`src/logic/tws_pkg.sv`:
```
// constants and state codes of the three-wire control slave
// assumes one system clock; all bus pins arrive asynchronously
package tws_pkg;

   // ----------------------------------------------------------------
   // transfer-type field, read as {bit 1, bit 0}
   // ----------------------------------------------------------------
   localparam logic [1:0] TT_WRITE_PREP = 2'h2;
   localparam logic [1:0] TT_READ       = 2'h3;

   // ----------------------------------------------------------------
   // device address, fixed part {bit 7, bit 6, bit 5, bit 4}
   // ----------------------------------------------------------------
   localparam logic [3:0] DEV_ADDR_FIXED = 4'h1;

   // ----------------------------------------------------------------
   // byte and frame sizes
   // ----------------------------------------------------------------
   localparam logic [4:0] BYTE_LAST_BIT  = 5'h07;
   localparam logic [4:0] READ_FRAME_BITS = 5'h18;

   // ----------------------------------------------------------------
   // data-phase byte positions of a write
   // ----------------------------------------------------------------
   localparam logic [1:0] BYTE_REG_ADDR = 2'h0;
   localparam logic [1:0] BYTE_DATA_HI  = 2'h1;
   localparam logic [1:0] BYTE_DATA_LO  = 2'h2;
   localparam logic [1:0] BYTE_SPENT    = 2'h3;

   // ----------------------------------------------------------------
   // power-up string registers
   // ----------------------------------------------------------------
   localparam logic [6:0]  INIT_REG_ADDR     = 7'h40;
   localparam logic [15:0] INIT_REG_DATA     = 16'h0001;
   localparam logic [6:0]  DEFAULTS_REG_ADDR = 7'h7F;
   localparam logic [15:0] DEFAULTS_REG_DATA = 16'h0000;

   // ----------------------------------------------------------------
   // protocol states
   // ----------------------------------------------------------------
   typedef enum logic [3:0] {
      ST_ADDR   = 4'h1,
      ST_WRITE  = 4'h2,
      ST_READ   = 4'h4,
      ST_IGNORE = 4'h8
   } tws_state_type;

   localparam tws_state_type ST_RESET = ST_ADDR;

endpackage

```
`src/logic/tws_slave.sv`:
```
// three-wire serial control slave: address phase, register write,
// prepare-read and read-back of 16-bit registers
// assumes the bus clock is far slower than clk (at least 4 clk per level)
//
// Overview of operation
// - bytes move bit 0 first, bit 7 last
// - mode low plus 8 clocks is address
// - mode high carries data bytes
// - address byte: type bits 0-1, address 2-7
// - respond to fixed address with strap bits
// - type 10 write/prepare, 11 read
// - first data byte: flag bit 0, address 1-7
// - register address sent A6 first, A0 last
// - data sent D15 first, D0 last
// - device returns address, high, low bytes
// - returned bit 0 low means valid register
// - set-defaults write restores default settings
// - port active only with bus-type pin low; iface_awake still sets on any bus clock rise
module tws_slave (
   // system
   input  wire logic        clk,
   input  wire logic        rst,
   // serial bus pins
   input  wire logic        ctl_serial_clock_line,
   input  wire logic        ctl_phase_select_line,
   input  wire logic        ctl_serial_data_line_i,
   output logic             ctl_serial_data_line_o,
   output logic             ctl_serial_data_line_oe,
   // straps
   input  wire logic        bus_type_select_pin,
   input  wire logic        addr_strap_low,
   input  wire logic        addr_strap_high,
   // register write side
   output logic             reg_wr_pulse,
   output logic [6:0]       reg_wr_addr,
   output logic [15:0]      reg_wr_data,
   output logic             set_defaults_pulse,
   output logic             pll_init_seen,
   // register read side
   output logic [6:0]       reg_rd_addr,
   input  wire logic [15:0] reg_rd_data,
   input  wire logic        reg_rd_valid,
   // status
   output logic             iface_awake
);

   // ----------------------------------------------------------------
   // module state
   // ----------------------------------------------------------------
   typedef struct packed {
      logic [5:0]             s1;
      logic [5:0]             s2;
      logic                   clk_prev;
      logic                   mode_prev;
      tws_pkg::tws_state_type state;
      tws_pkg::tws_state_type next_kind;
      logic [4:0]             bit_cnt;
      logic [1:0]             byte_idx;
      logic [7:0]             rx_sh;
      logic [23:0]            tx_sh;
      logic                   shift_due;
      logic                   sd_o;
      logic                   sd_oe;
      logic                   wr_pulse;
      logic [6:0]             wr_addr;
      logic [15:0]            wr_data;
      logic                   dflt_pulse;
      logic                   init_seen;
      logic [6:0]             rd_addr;
      logic                   awake;
   } tws_st_type;

   localparam tws_st_type ST_INIT = '{
      // bus clock chain starts at its idle-high level: no false edge
      s1:        6'h01,
      s2:        6'h01,
      clk_prev:  1'b1,
      mode_prev: 1'b0,
      state:     tws_pkg::ST_RESET,
      next_kind: tws_pkg::ST_IGNORE,
      bit_cnt:   5'h00,
      byte_idx:  2'h0,
      rx_sh:     8'h00,
      tx_sh:     24'h000000,
      shift_due: 1'b0,
      sd_o:      1'b0,
      sd_oe:     1'b0,
      wr_pulse:  1'b0,
      wr_addr:   7'h00,
      wr_data:   16'h0000,
      dflt_pulse: 1'b0,
      init_seen: 1'b0,
      rd_addr:   7'h00,
      awake:     1'b0
   };

   tws_st_type r;
   tws_st_type n;

   // synchronised pin levels
   logic       clk_s;
   logic       mode_s;
   logic       data_s;
   logic       sel_s;
   logic       clk_rise;
   logic       clk_fall;
   logic       mode_rise;
   logic       mode_fall;
   logic [7:0] new_byte;
   logic [1:0] type_fld;
   logic       addr_hit;

   assign clk_s     = r.s2[0];
   assign mode_s    = r.s2[1];
   assign data_s    = r.s2[2];
   assign sel_s     = r.s2[3];
   assign clk_rise  = clk_s & ~r.clk_prev;
   assign clk_fall  = ~clk_s & r.clk_prev;
   assign mode_rise = mode_s & ~r.mode_prev;
   assign mode_fall = ~mode_s & r.mode_prev;

   // first bit lands in bit 7
   assign new_byte = {r.rx_sh[6:0], data_s};

   // type field from first two bits
   assign type_fld = {new_byte[6], new_byte[7]};

   assign addr_hit = ({new_byte[0], new_byte[1], new_byte[2], new_byte[3]}
                      == tws_pkg::DEV_ADDR_FIXED)
                     && (new_byte[5] == r.s2[4])
                     && (new_byte[4] == r.s2[5]);

   // ----------------------------------------------------------------
   // next state
   // ----------------------------------------------------------------
   always_comb begin
      n            = r;
      // straps share the two-flop chain of the bus pins
      n.s1         = {addr_strap_high, addr_strap_low,
                      bus_type_select_pin, ctl_serial_data_line_i,
                      ctl_phase_select_line, ctl_serial_clock_line};
      n.s2         = r.s1;
      n.clk_prev   = clk_s;
      n.mode_prev  = mode_s;
      n.wr_pulse   = 1'b0;
      n.dflt_pulse = 1'b0;

      // first clock pulse marks the port awake
      if (clk_rise) begin
         n.awake = 1'b1;
      end

      if (sel_s) begin
         // other bus type owns the pins
         n.state     = tws_pkg::ST_ADDR;
         n.next_kind = tws_pkg::ST_IGNORE;
         n.bit_cnt   = 5'h00;
         n.shift_due = 1'b0;
         n.sd_oe     = 1'b0;
      end else if (mode_fall) begin
         n.state     = tws_pkg::ST_ADDR;
         n.next_kind = tws_pkg::ST_IGNORE;
         n.bit_cnt   = 5'h00;
         n.shift_due = 1'b0;
         n.sd_oe     = 1'b0;
      end else if (mode_rise) begin
         // data phase takes the decoded kind
         n.state     = (r.state == tws_pkg::ST_ADDR) ? r.next_kind
                                                     : tws_pkg::ST_IGNORE;
         n.bit_cnt   = 5'h00;
         n.byte_idx  = tws_pkg::BYTE_REG_ADDR;
         n.shift_due = 1'b0;
         // first read bit drives before first rise
         if (r.state == tws_pkg::ST_ADDR
             && r.next_kind == tws_pkg::ST_READ) begin
            n.sd_oe = 1'b1;
            n.sd_o  = r.tx_sh[23];
         end
      end else begin
         unique case (r.state)
            tws_pkg::ST_ADDR: begin
               if (clk_rise && !mode_s
                   && r.bit_cnt <= tws_pkg::BYTE_LAST_BIT) begin
                  n.rx_sh   = new_byte;
                  n.bit_cnt = r.bit_cnt + 5'h01;
                  if (r.bit_cnt == tws_pkg::BYTE_LAST_BIT) begin
                     if (addr_hit && type_fld == tws_pkg::TT_WRITE_PREP) begin
                        n.next_kind = tws_pkg::ST_WRITE;
                     end else if (addr_hit
                                  && type_fld == tws_pkg::TT_READ) begin
                        n.next_kind = tws_pkg::ST_READ;
                        n.tx_sh = {~reg_rd_valid, r.rd_addr, reg_rd_data};
                     end else begin
                        n.next_kind = tws_pkg::ST_IGNORE;
                     end
                  end
               end
            end
            tws_pkg::ST_WRITE: begin
               if (clk_rise && mode_s) begin
                  n.rx_sh   = new_byte;
                  n.bit_cnt = r.bit_cnt + 5'h01;
                  if (r.bit_cnt == tws_pkg::BYTE_LAST_BIT) begin
                     n.bit_cnt = 5'h00;
                     unique case (r.byte_idx)
                        tws_pkg::BYTE_REG_ADDR: begin
                           if (new_byte[7]) begin
                              n.rd_addr = new_byte[6:0];
                              n.state   = tws_pkg::ST_IGNORE;
                           end else begin
                              n.wr_addr  = new_byte[6:0];
                              n.byte_idx = tws_pkg::BYTE_DATA_HI;
                           end
                        end
                        tws_pkg::BYTE_DATA_HI: begin
                           n.wr_data[15:8] = new_byte;
                           n.byte_idx      = tws_pkg::BYTE_DATA_LO;
                        end
                        tws_pkg::BYTE_DATA_LO: begin
                           n.wr_data[7:0] = new_byte;
                           n.wr_pulse     = 1'b1;
                           n.byte_idx     = tws_pkg::BYTE_SPENT;
                           if (r.wr_addr == tws_pkg::INIT_REG_ADDR
                               && {r.wr_data[15:8], new_byte}
                                  == tws_pkg::INIT_REG_DATA) begin
                              n.init_seen = 1'b1;
                           end
                           if (r.wr_addr == tws_pkg::DEFAULTS_REG_ADDR
                               && {r.wr_data[15:8], new_byte}
                                  == tws_pkg::DEFAULTS_REG_DATA) begin
                              n.dflt_pulse = 1'b1;
                           end
                        end
                        tws_pkg::BYTE_SPENT: begin
                           n.state = tws_pkg::ST_IGNORE;
                        end
                     endcase
                  end
               end
            end
            tws_pkg::ST_READ: begin
               // count bits on rise, advance after fall
               if (clk_rise && mode_s
                   && r.bit_cnt < tws_pkg::READ_FRAME_BITS) begin
                  n.bit_cnt   = r.bit_cnt + 5'h01;
                  n.shift_due = 1'b1;
               end
               if (clk_fall && r.shift_due) begin
                  n.shift_due = 1'b0;
                  if (r.bit_cnt == tws_pkg::READ_FRAME_BITS) begin
                     n.sd_oe = 1'b0;
                     n.state = tws_pkg::ST_IGNORE;
                  end else begin
                     n.tx_sh = {r.tx_sh[22:0], 1'b0};
                     n.sd_o  = r.tx_sh[22];
                  end
               end
            end
            tws_pkg::ST_IGNORE: begin
               n.bit_cnt = 5'h00;
            end
         endcase
      end
   end

   // ----------------------------------------------------------------
   // state register
   // ----------------------------------------------------------------
   always_ff @(posedge clk) begin
      if (rst) begin
         r <= ST_INIT;
      end else begin
         r <= n;
      end
   end

   // ----------------------------------------------------------------
   // outputs
   // ----------------------------------------------------------------
   assign ctl_serial_data_line_o  = r.sd_o;
   assign ctl_serial_data_line_oe = r.sd_oe;
   assign reg_wr_pulse            = r.wr_pulse;
   assign reg_wr_addr             = r.wr_addr;
   assign reg_wr_data             = r.wr_data;
   assign set_defaults_pulse      = r.dflt_pulse;
   assign pll_init_seen           = r.init_seen;
   assign reg_rd_addr             = r.rd_addr;
   assign iface_awake             = r.awake;

endmodule

```
`config.mk`:
```
export PLATFORM = sky130hd
export DESIGN_NAME = tws_slave
export DESIGN_NICKNAME = d
export VERILOG_FILES = /design/src/logic/tws_pkg.sv /design/src/logic/tws_slave.sv
export SDC_FILE = /design/constraint.sdc
export NUM_CORES = 1
export LEC_CHECK = 0
export ABC_AREA = 1
export ABC_CLOCK_PERIOD_IN_PS = 1700
export BUFFER_PORTS_ARGS = -buffer_cell sky130_fd_sc_hd__buf_2
export CELL_PAD_IN_SITES_DETAIL_PLACEMENT = 0
export CELL_PAD_IN_SITES_GLOBAL_PLACEMENT = 2
export CORE_UTILIZATION = 29
export DETAILED_ROUTE_END_ITERATION = 16
export GPL_ROUTABILITY_DRIVEN = 0
export HOLD_SLACK_MARGIN = 0.05
export PLACE_DENSITY = 0.75
export SYNTH_ARGS = -nofsm -noshare
export SYNTH_HDL_FRONTEND = slang
export SYNTH_SLANG_ARGS = --single-unit
```
`constraint.sdc`:
```
create_clock -name clk -period 1.7 [get_ports clk]
set_input_delay 0.17 -clock clk [delete_from_list [all_inputs] [get_ports clk]]
set_output_delay 0.17 -clock clk [all_outputs]
set_load 0.02 [all_outputs]
```
==> results.cfg, run 1 <==
[timing]
tightest_slew_ps = 359
setup_violations = 25
period_minus_slack_ps = 1760
finalMaxSlewViolations = 0
slew_headroom = 0.759
period_share = 1.04
finalHoldViolCount = 0
rsz0062_at_grt = true
setup_tns_ps = -734
fmaxAchievable_ghz = 0.568
finClkSkew_ps = 9.53
layout_setup_ws_ps = -62.0

[detailed_routing]
vias = 4627
drc = 0
wl_per_cell_microns = 12.8
ant_nets = 0
via_per_inst = 4.44
wl_mm = 13.4
drt-pass1-iter-count = 4
first_iter_violations = 216

[yosys]
muxShareOfSynthArea = 0
synthArstFlopShare = 0
synth_enable_flop_cells = 0
netlist_area_sq_um = 4860
yosys.area_share.adder = 0.0206
synth-compound-area-share = 0.129
syn_avg_cell_area_sq_um = 6.74
ys_seq_area_frac = 0.395
yosysTopAreaCell = dfxtp_1
synth_most_common_cell = nor2_1
synthCells = 721
syn_nets = 754
yosys.area_share.simple = 0.282
synth_xor_area_frac = 0.00180
yosysWarnings = 0
synth_top_area_share = 0.395
synthTopCellsByCount = nor2_1 (133), inv_1 (124), nand2_1 (97)
yosys_most_used_dff = dfxtp_1
ys_ff_latch = 96
synth_top_family_by_area = simple AND/OR/NAND/NOR gates
synthTopCellsByArea = dfxtp_1 (40%), nor2_1 (10%), inv_1 (9.6%), nand2_1 (7.5%), a21oi_1 (6.2%)
ys_types = 31

[floorplan]
die_w_microns = 131
num_rows = 46
io_pins = 61
core_sq_um = 16100
die_area_sq_um = 17300
initial_utilization = 0.302
die_y_microns = 131

[pwr]
p_sw_frac = 0.261
clkPwrFrac = 0.419
pwr-share-comb = 0.134
p_leak_uw = 0.00292
seqPwrFrac = 0.447
vdd_drop_max_uv = 541
internal-power_uw = 3880
p_per_area_nw_per_um2 = 817
p_sw_uw = 1380

[final_layout]
n_antenna_cell = 0
area_growth_syn_to_layout_pct = 32.4
nets = 854
fin_cells = 1042
drive_gt1_frac = 0.291
nFillCells = 1719

[clock_tree]
tritoncts = built
insertion_delay_ps = 360
cts.clk_slew.worst_paths_ps = 70
cts_htree_levels = 3
clock_path_buffers = 2
cts.sinks = 96
numCtsBuffers = 9
cts-root-buf = clkbuf_16

[worst_setup_path]
cp.buffers_inverters = 2
end_kind = flip-flop
critPathKind = flip-flop to flip-flop
worstPathMaxFanout = 6
crit_arrival_ps = 2060
crit_path_cell_trace = ha_4 -> nand2_4 -> nor3_4 -> nand2_2 -> a21oi_4 -> nand3_4 -> clkbuf_16 -> nand2_2 -> inv_1 -> nor2_1
crit_slowest_cell = dfxtp_4
required_ps = 2000
worstSetupStartpointType = flip-flop
path_delay_family = simple AND/OR/NAND/NOR gates
cpPeakStageDelay_ps = 370
cpMostUsedCell = nand2_2

[global_route]
grt_max_degree = 63
grt_antenna_before_repair = 0
grt_pass1_vias = 4484
overflow = 0
track_usage = 0.159
grt_pass1_wl_mm = 22.2

[min_path]
hold_class = input pin to flip-flop

[run_status]
failed_checks = setup timing
outcome = complete, but fails checks

[placement]
place.port_buffers = 60
place_inst = 1008
dp.final_hpwl_mm = 9.16

[flow_run]
drv_cap = 0
-- flip-flops by register name (all words and copies together) (netlist names), 6 cells and up --
name and count:
r 44, reg_wr_data 16, new_byte 7, reg_rd_addr 7, reg_wr_addr 7, n 6
-- layout make-up --
cell class / count / area, sq um / share of cell area
inverter: 132 / 504 / 0.0783
tap: 216 / 270 / 0.0420
sequential: 96 / 1930 / 0.300
clock inverter: 5 / 81.3 / 0.0126
timing repair buffer: 142 / 1080 / 0.167
clock buffer: 11 / 233 / 0.0362
multi-input combinational: 440 / 2340 / 0.364
-- power by group through the flow --
stage               clock, uW  sequential [uW]  combinational, uW
floorplan                   0             2400                344
detailed placement          0             2390                649
global route             2360             2360                791
CTS                      2270             2340                669
finish                   2210             2350                705
global placement            0             2390                649
-- layer usage --
layer | vias to the layer above | GRT usage | wire length, microns
li1 | 2429 | - | -
met1 | 2117 | 0.207 | 6580
met2 | 66 | 0.260 | 6150
met3 | 15 | 0.0313 | 455
met4 | 0 | 0.0562 | 195
met5 | - | 0 | 0
-- path summary, 6_finish.rpt --
kind	slack, ps	depth (start not counted)	from	endpoint
setup / recovery	-60	10	r[72]$_SDFFE_PP0P_	r[53]$_SDFFE_PP0P_
hold / removal	130	2	rst	r[85]$_SDFF_PP1_
setup reg to reg	-60	10	r[72]$_SDFFE_PP0P_	r[53]$_SDFFE_PP0P_
hold reg to reg	400	2	n[88]$_SDFF_PP0_	data_s$_SDFF_PP0_
-- stage by stage --
step	total power (uW)	hold WS (ps)	area (sq um)	util	worst slack [ps]
global placement	3040	353	5660	0.351	-122
global route	5510	135	6440	0.399	-134
CTS	5290	116	6100	0.379	-76.3
finish	5260	131	6440	0.399	-62.0
floorplan	2740	274	4860	-	10.6
detailed placement	3040	360	5660	0.351	-160
-- placed cells by master, fill, tap and decap left out, drive strengths merged, types with 13 or more instances in the layout --
master  count
a21oi      62
buf       134
clkbuf     13
dfxtp      96
inv       130
nand2      97
nand3      30
nand4      28
nor2      138
o21ai      55
-- cell families after synthesis --
kind of cell	Yosys count
fa+ha+maj	8
compound gates	120
xor+xnor	1
buf+inv	185
flops	96
simple gates	311
-- what timing repair did --
action,4_1_cts,5_1_grt
gates resized for setup,22,78
gates cloned,0,3
hold endpoints to repair,6,0
buffers inserted,2,7
setup endpoints to repair,68,77
pin swaps,4,34
hold buffers,6,0
No activity file was read; power rests on OpenSTA's default activity.
==> run 2, diff against run 1 <==
--- a/config.mk
+++ b/config.mk
@@ -7,11 +7,11 @@
 export LEC_CHECK = 0
 export ABC_AREA = 1
 export ABC_CLOCK_PERIOD_IN_PS = 1700
-export BUFFER_PORTS_ARGS = -buffer_cell sky130_fd_sc_hd__buf_2
 export CELL_PAD_IN_SITES_DETAIL_PLACEMENT = 0
 export CELL_PAD_IN_SITES_GLOBAL_PLACEMENT = 2
-export CORE_UTILIZATION = 29
+export CORE_UTILIZATION = 32
 export DETAILED_ROUTE_END_ITERATION = 16
+export DONT_BUFFER_PORTS = 1
 export GPL_ROUTABILITY_DRIVEN = 0
 export HOLD_SLACK_MARGIN = 0.05
 export PLACE_DENSITY = 0.75
==> run 2 against run 1 <==
The run ends with DRC, setup timing left. Routed wire length fell by 1.7%. Cell area fell by 3.8%. Critical endpoint is now r[41]$_SDFFE_PP0P_. Largest power group unchanged. First-iteration DRC count rose by 46%. Critical path depth rose by 3. Sequential cell count did not move. Worst hold slack got worse by 27 ps. Total power fell by 5.6%. Clock skew fell by 1.7 ps. Non-clock buffer count fell by 50. Clock power fell by 13%. Cell count fell by 7.9%. Fmax rose by 2.2%.
==> results.cfg, run 2 (same netlist as run 1, synthesis figures left out) <==
[final_layout]
nFillCells = 1558
seqCellArea_sq_um = 1930
largest_reg_flops = 44
area_growth_syn_to_layout_pct = 27.3
final_common_cell = nor2_1
drive_gt1_frac = 0.251
final_cell_mix = nor2_1 (119), inv_1 (113), dfxtp_1 (91)
multi_input_area_sq_um = 2390
fin_cells = 960
nets = 804
n_antenna_cell = 0
regMostFlops = r
fin_area_sq_um = 6190

[floorplan]
die_area_sq_um = 15700
initial_utilization = 0.331
num_rows = 44
core_sq_um = 14700
die_w_microns = 125
io_pins = 61
die_y_microns = 125

[clock_tree]
cts-root-buf = clkbuf_16
cts.clk_slew.worst_paths_ps = 70
cts_htree_levels = 3
clock_path_buffers = 2
cts.sinks = 96
tritoncts = built
insertion_delay_ps = 350
numCtsBuffers = 9

[detailed_routing]
drt-pass1-iter-count = 11
vias = 4506
wl_per_cell_microns = 13.7
ant_nets = 0
wl_mm = 13.1
via_per_inst = 4.69
first_iter_violations = 316
drc = 2

[timing]
finalMaxSlewViolations = 0
period_share = 1.01
rsz0062_at_grt = true
finClkSkew_ps = 7.83
layout_setup_ws_ps = -24.6
finalHoldViolCount = 0
setup_violations = 14
fmaxAchievable_ghz = 0.580
slew_headroom = 0.416
period_minus_slack_ps = 1720
tightest_slew_ps = 875
setup_tns_ps = -141

[worst_setup_path]
crit_slowest_cell = dfxtp_4
cp.buffers_inverters = 5
r2r_cells = 13
end_kind = flip-flop
required_ps = 1950
critPathKind = flip-flop to flip-flop
cpPeakStageDelay_ps = 370
cpMostUsedCell = buf_6
worstSetupStartpointType = flip-flop
crit_arrival_ps = 1970
worstPathMaxFanout = 17
crit_path_cell_trace = buf_6 -> inv_4 -> ha_4 -> inv_2 -> nor2_2 -> nand2_2 -> nand3_2 -> a21oi_4 -> buf_6 -> buf_12 -> nand4_1 -> nand2_1 -> nor2_1
path_delay_family = buffers and inverters
cp.depth = 13

[global_route]
track_usage = 0.171
overflow = 0
grt_antenna_before_repair = 0
grt_pass1_vias = 4174
grt_pass1_wl_mm = 21.3
grt_max_degree = 44

[run_status]
failed_checks = DRC, setup timing
outcome = complete, but fails checks

[flow_run]
drv_cap = 0

[min_path]
whs_path_depth = 4
hold_class = input pin to flip-flop

[placement]
place.port_buffers = 0
dp_slack_ps = -109
place_inst = 915
dp.final_hpwl_mm = 9.11
post_dp_cell_area_sq_um = 5270

[pwr]
vdd_drop_max_uv = 588
totalPowerFinal_uw = 4960
p_leak_uw = 0.00266
p_per_area_nw_per_um2 = 802
## run 2: worst register-to-register path, cell delays in order (launching register included)
cell and delay [ps]:
dfxtp_4 370, buf_6 110, inv_4 40, ha_4 140
inv_2 40, nor2_2 30, nand2_2 70, nand3_2 100
a21oi_4 220, buf_6 140, buf_12 140, nand4_1 100
nand2_1 80, nor2_1 40
## run 2: path summary, 6_finish.rpt
kind	from	to	slack, ps
hold reg to reg	n[87]$_SDFF_PP0_	mode_s$_SDFF_PP0_	400
setup / recovery	r[71]$_SDFFE_PP0P_	r[41]$_SDFFE_PP0P_	-20
setup reg to reg	r[71]$_SDFFE_PP0P_	r[41]$_SDFFE_PP0P_	-20
hold / removal	reg_rd_data[0]	r[37]$_SDFFE_PP0P_	100
## run 2: through the flow
stage                     hold slack [ps]  utilization
after floorplan                       274            -
after global placement                250        0.358
after detailed placement              251        0.358
after CTS                            66.2        0.400
after global routing                  104        0.421
final                                 104        0.421
## run 2: area by class of cell
type	instances	area share
clock inverters	5	0.00667
multi-input cells	440	0.387
clock buffers	11	0.0376
inverters	132	0.0829
well taps	184	0.0372
repair buffers	92	0.137
flip-flops and latches	96	0.312
## run 2: routing by layer
| metal | track usage | wire, microns | up-vias |
|---|---|---|---|
| met5 | 0 | 0 | - |
| met4 | 0.0387 | 102 | 0 |
| met3 | 0.0501 | 642 | 7 |
| met2 | 0.286 | 6260 | 95 |
| met1 | 0.218 | 6140 | 2069 |
| li1 | - | - | 2335 |
## run 2: power breakdown
group	internal, uW	switching [uW]	leakage [uW]	total (uW)
Sequential	2300	49.6	0.000780	2350
Clock	1010	916	0.000127	1920
Combinational	278	409	0.00175	687
## run 2: repair_timing
item | CTS | global route
cloned | 2 | 2
hold buffers | 7 | 0
hold endpoints to repair | 21 | 0
resized for setup | 41 | 102
pin swaps | 7 | 45
buffers inserted | 10 | 11
endpoints found under the setup margin | 65 | 75
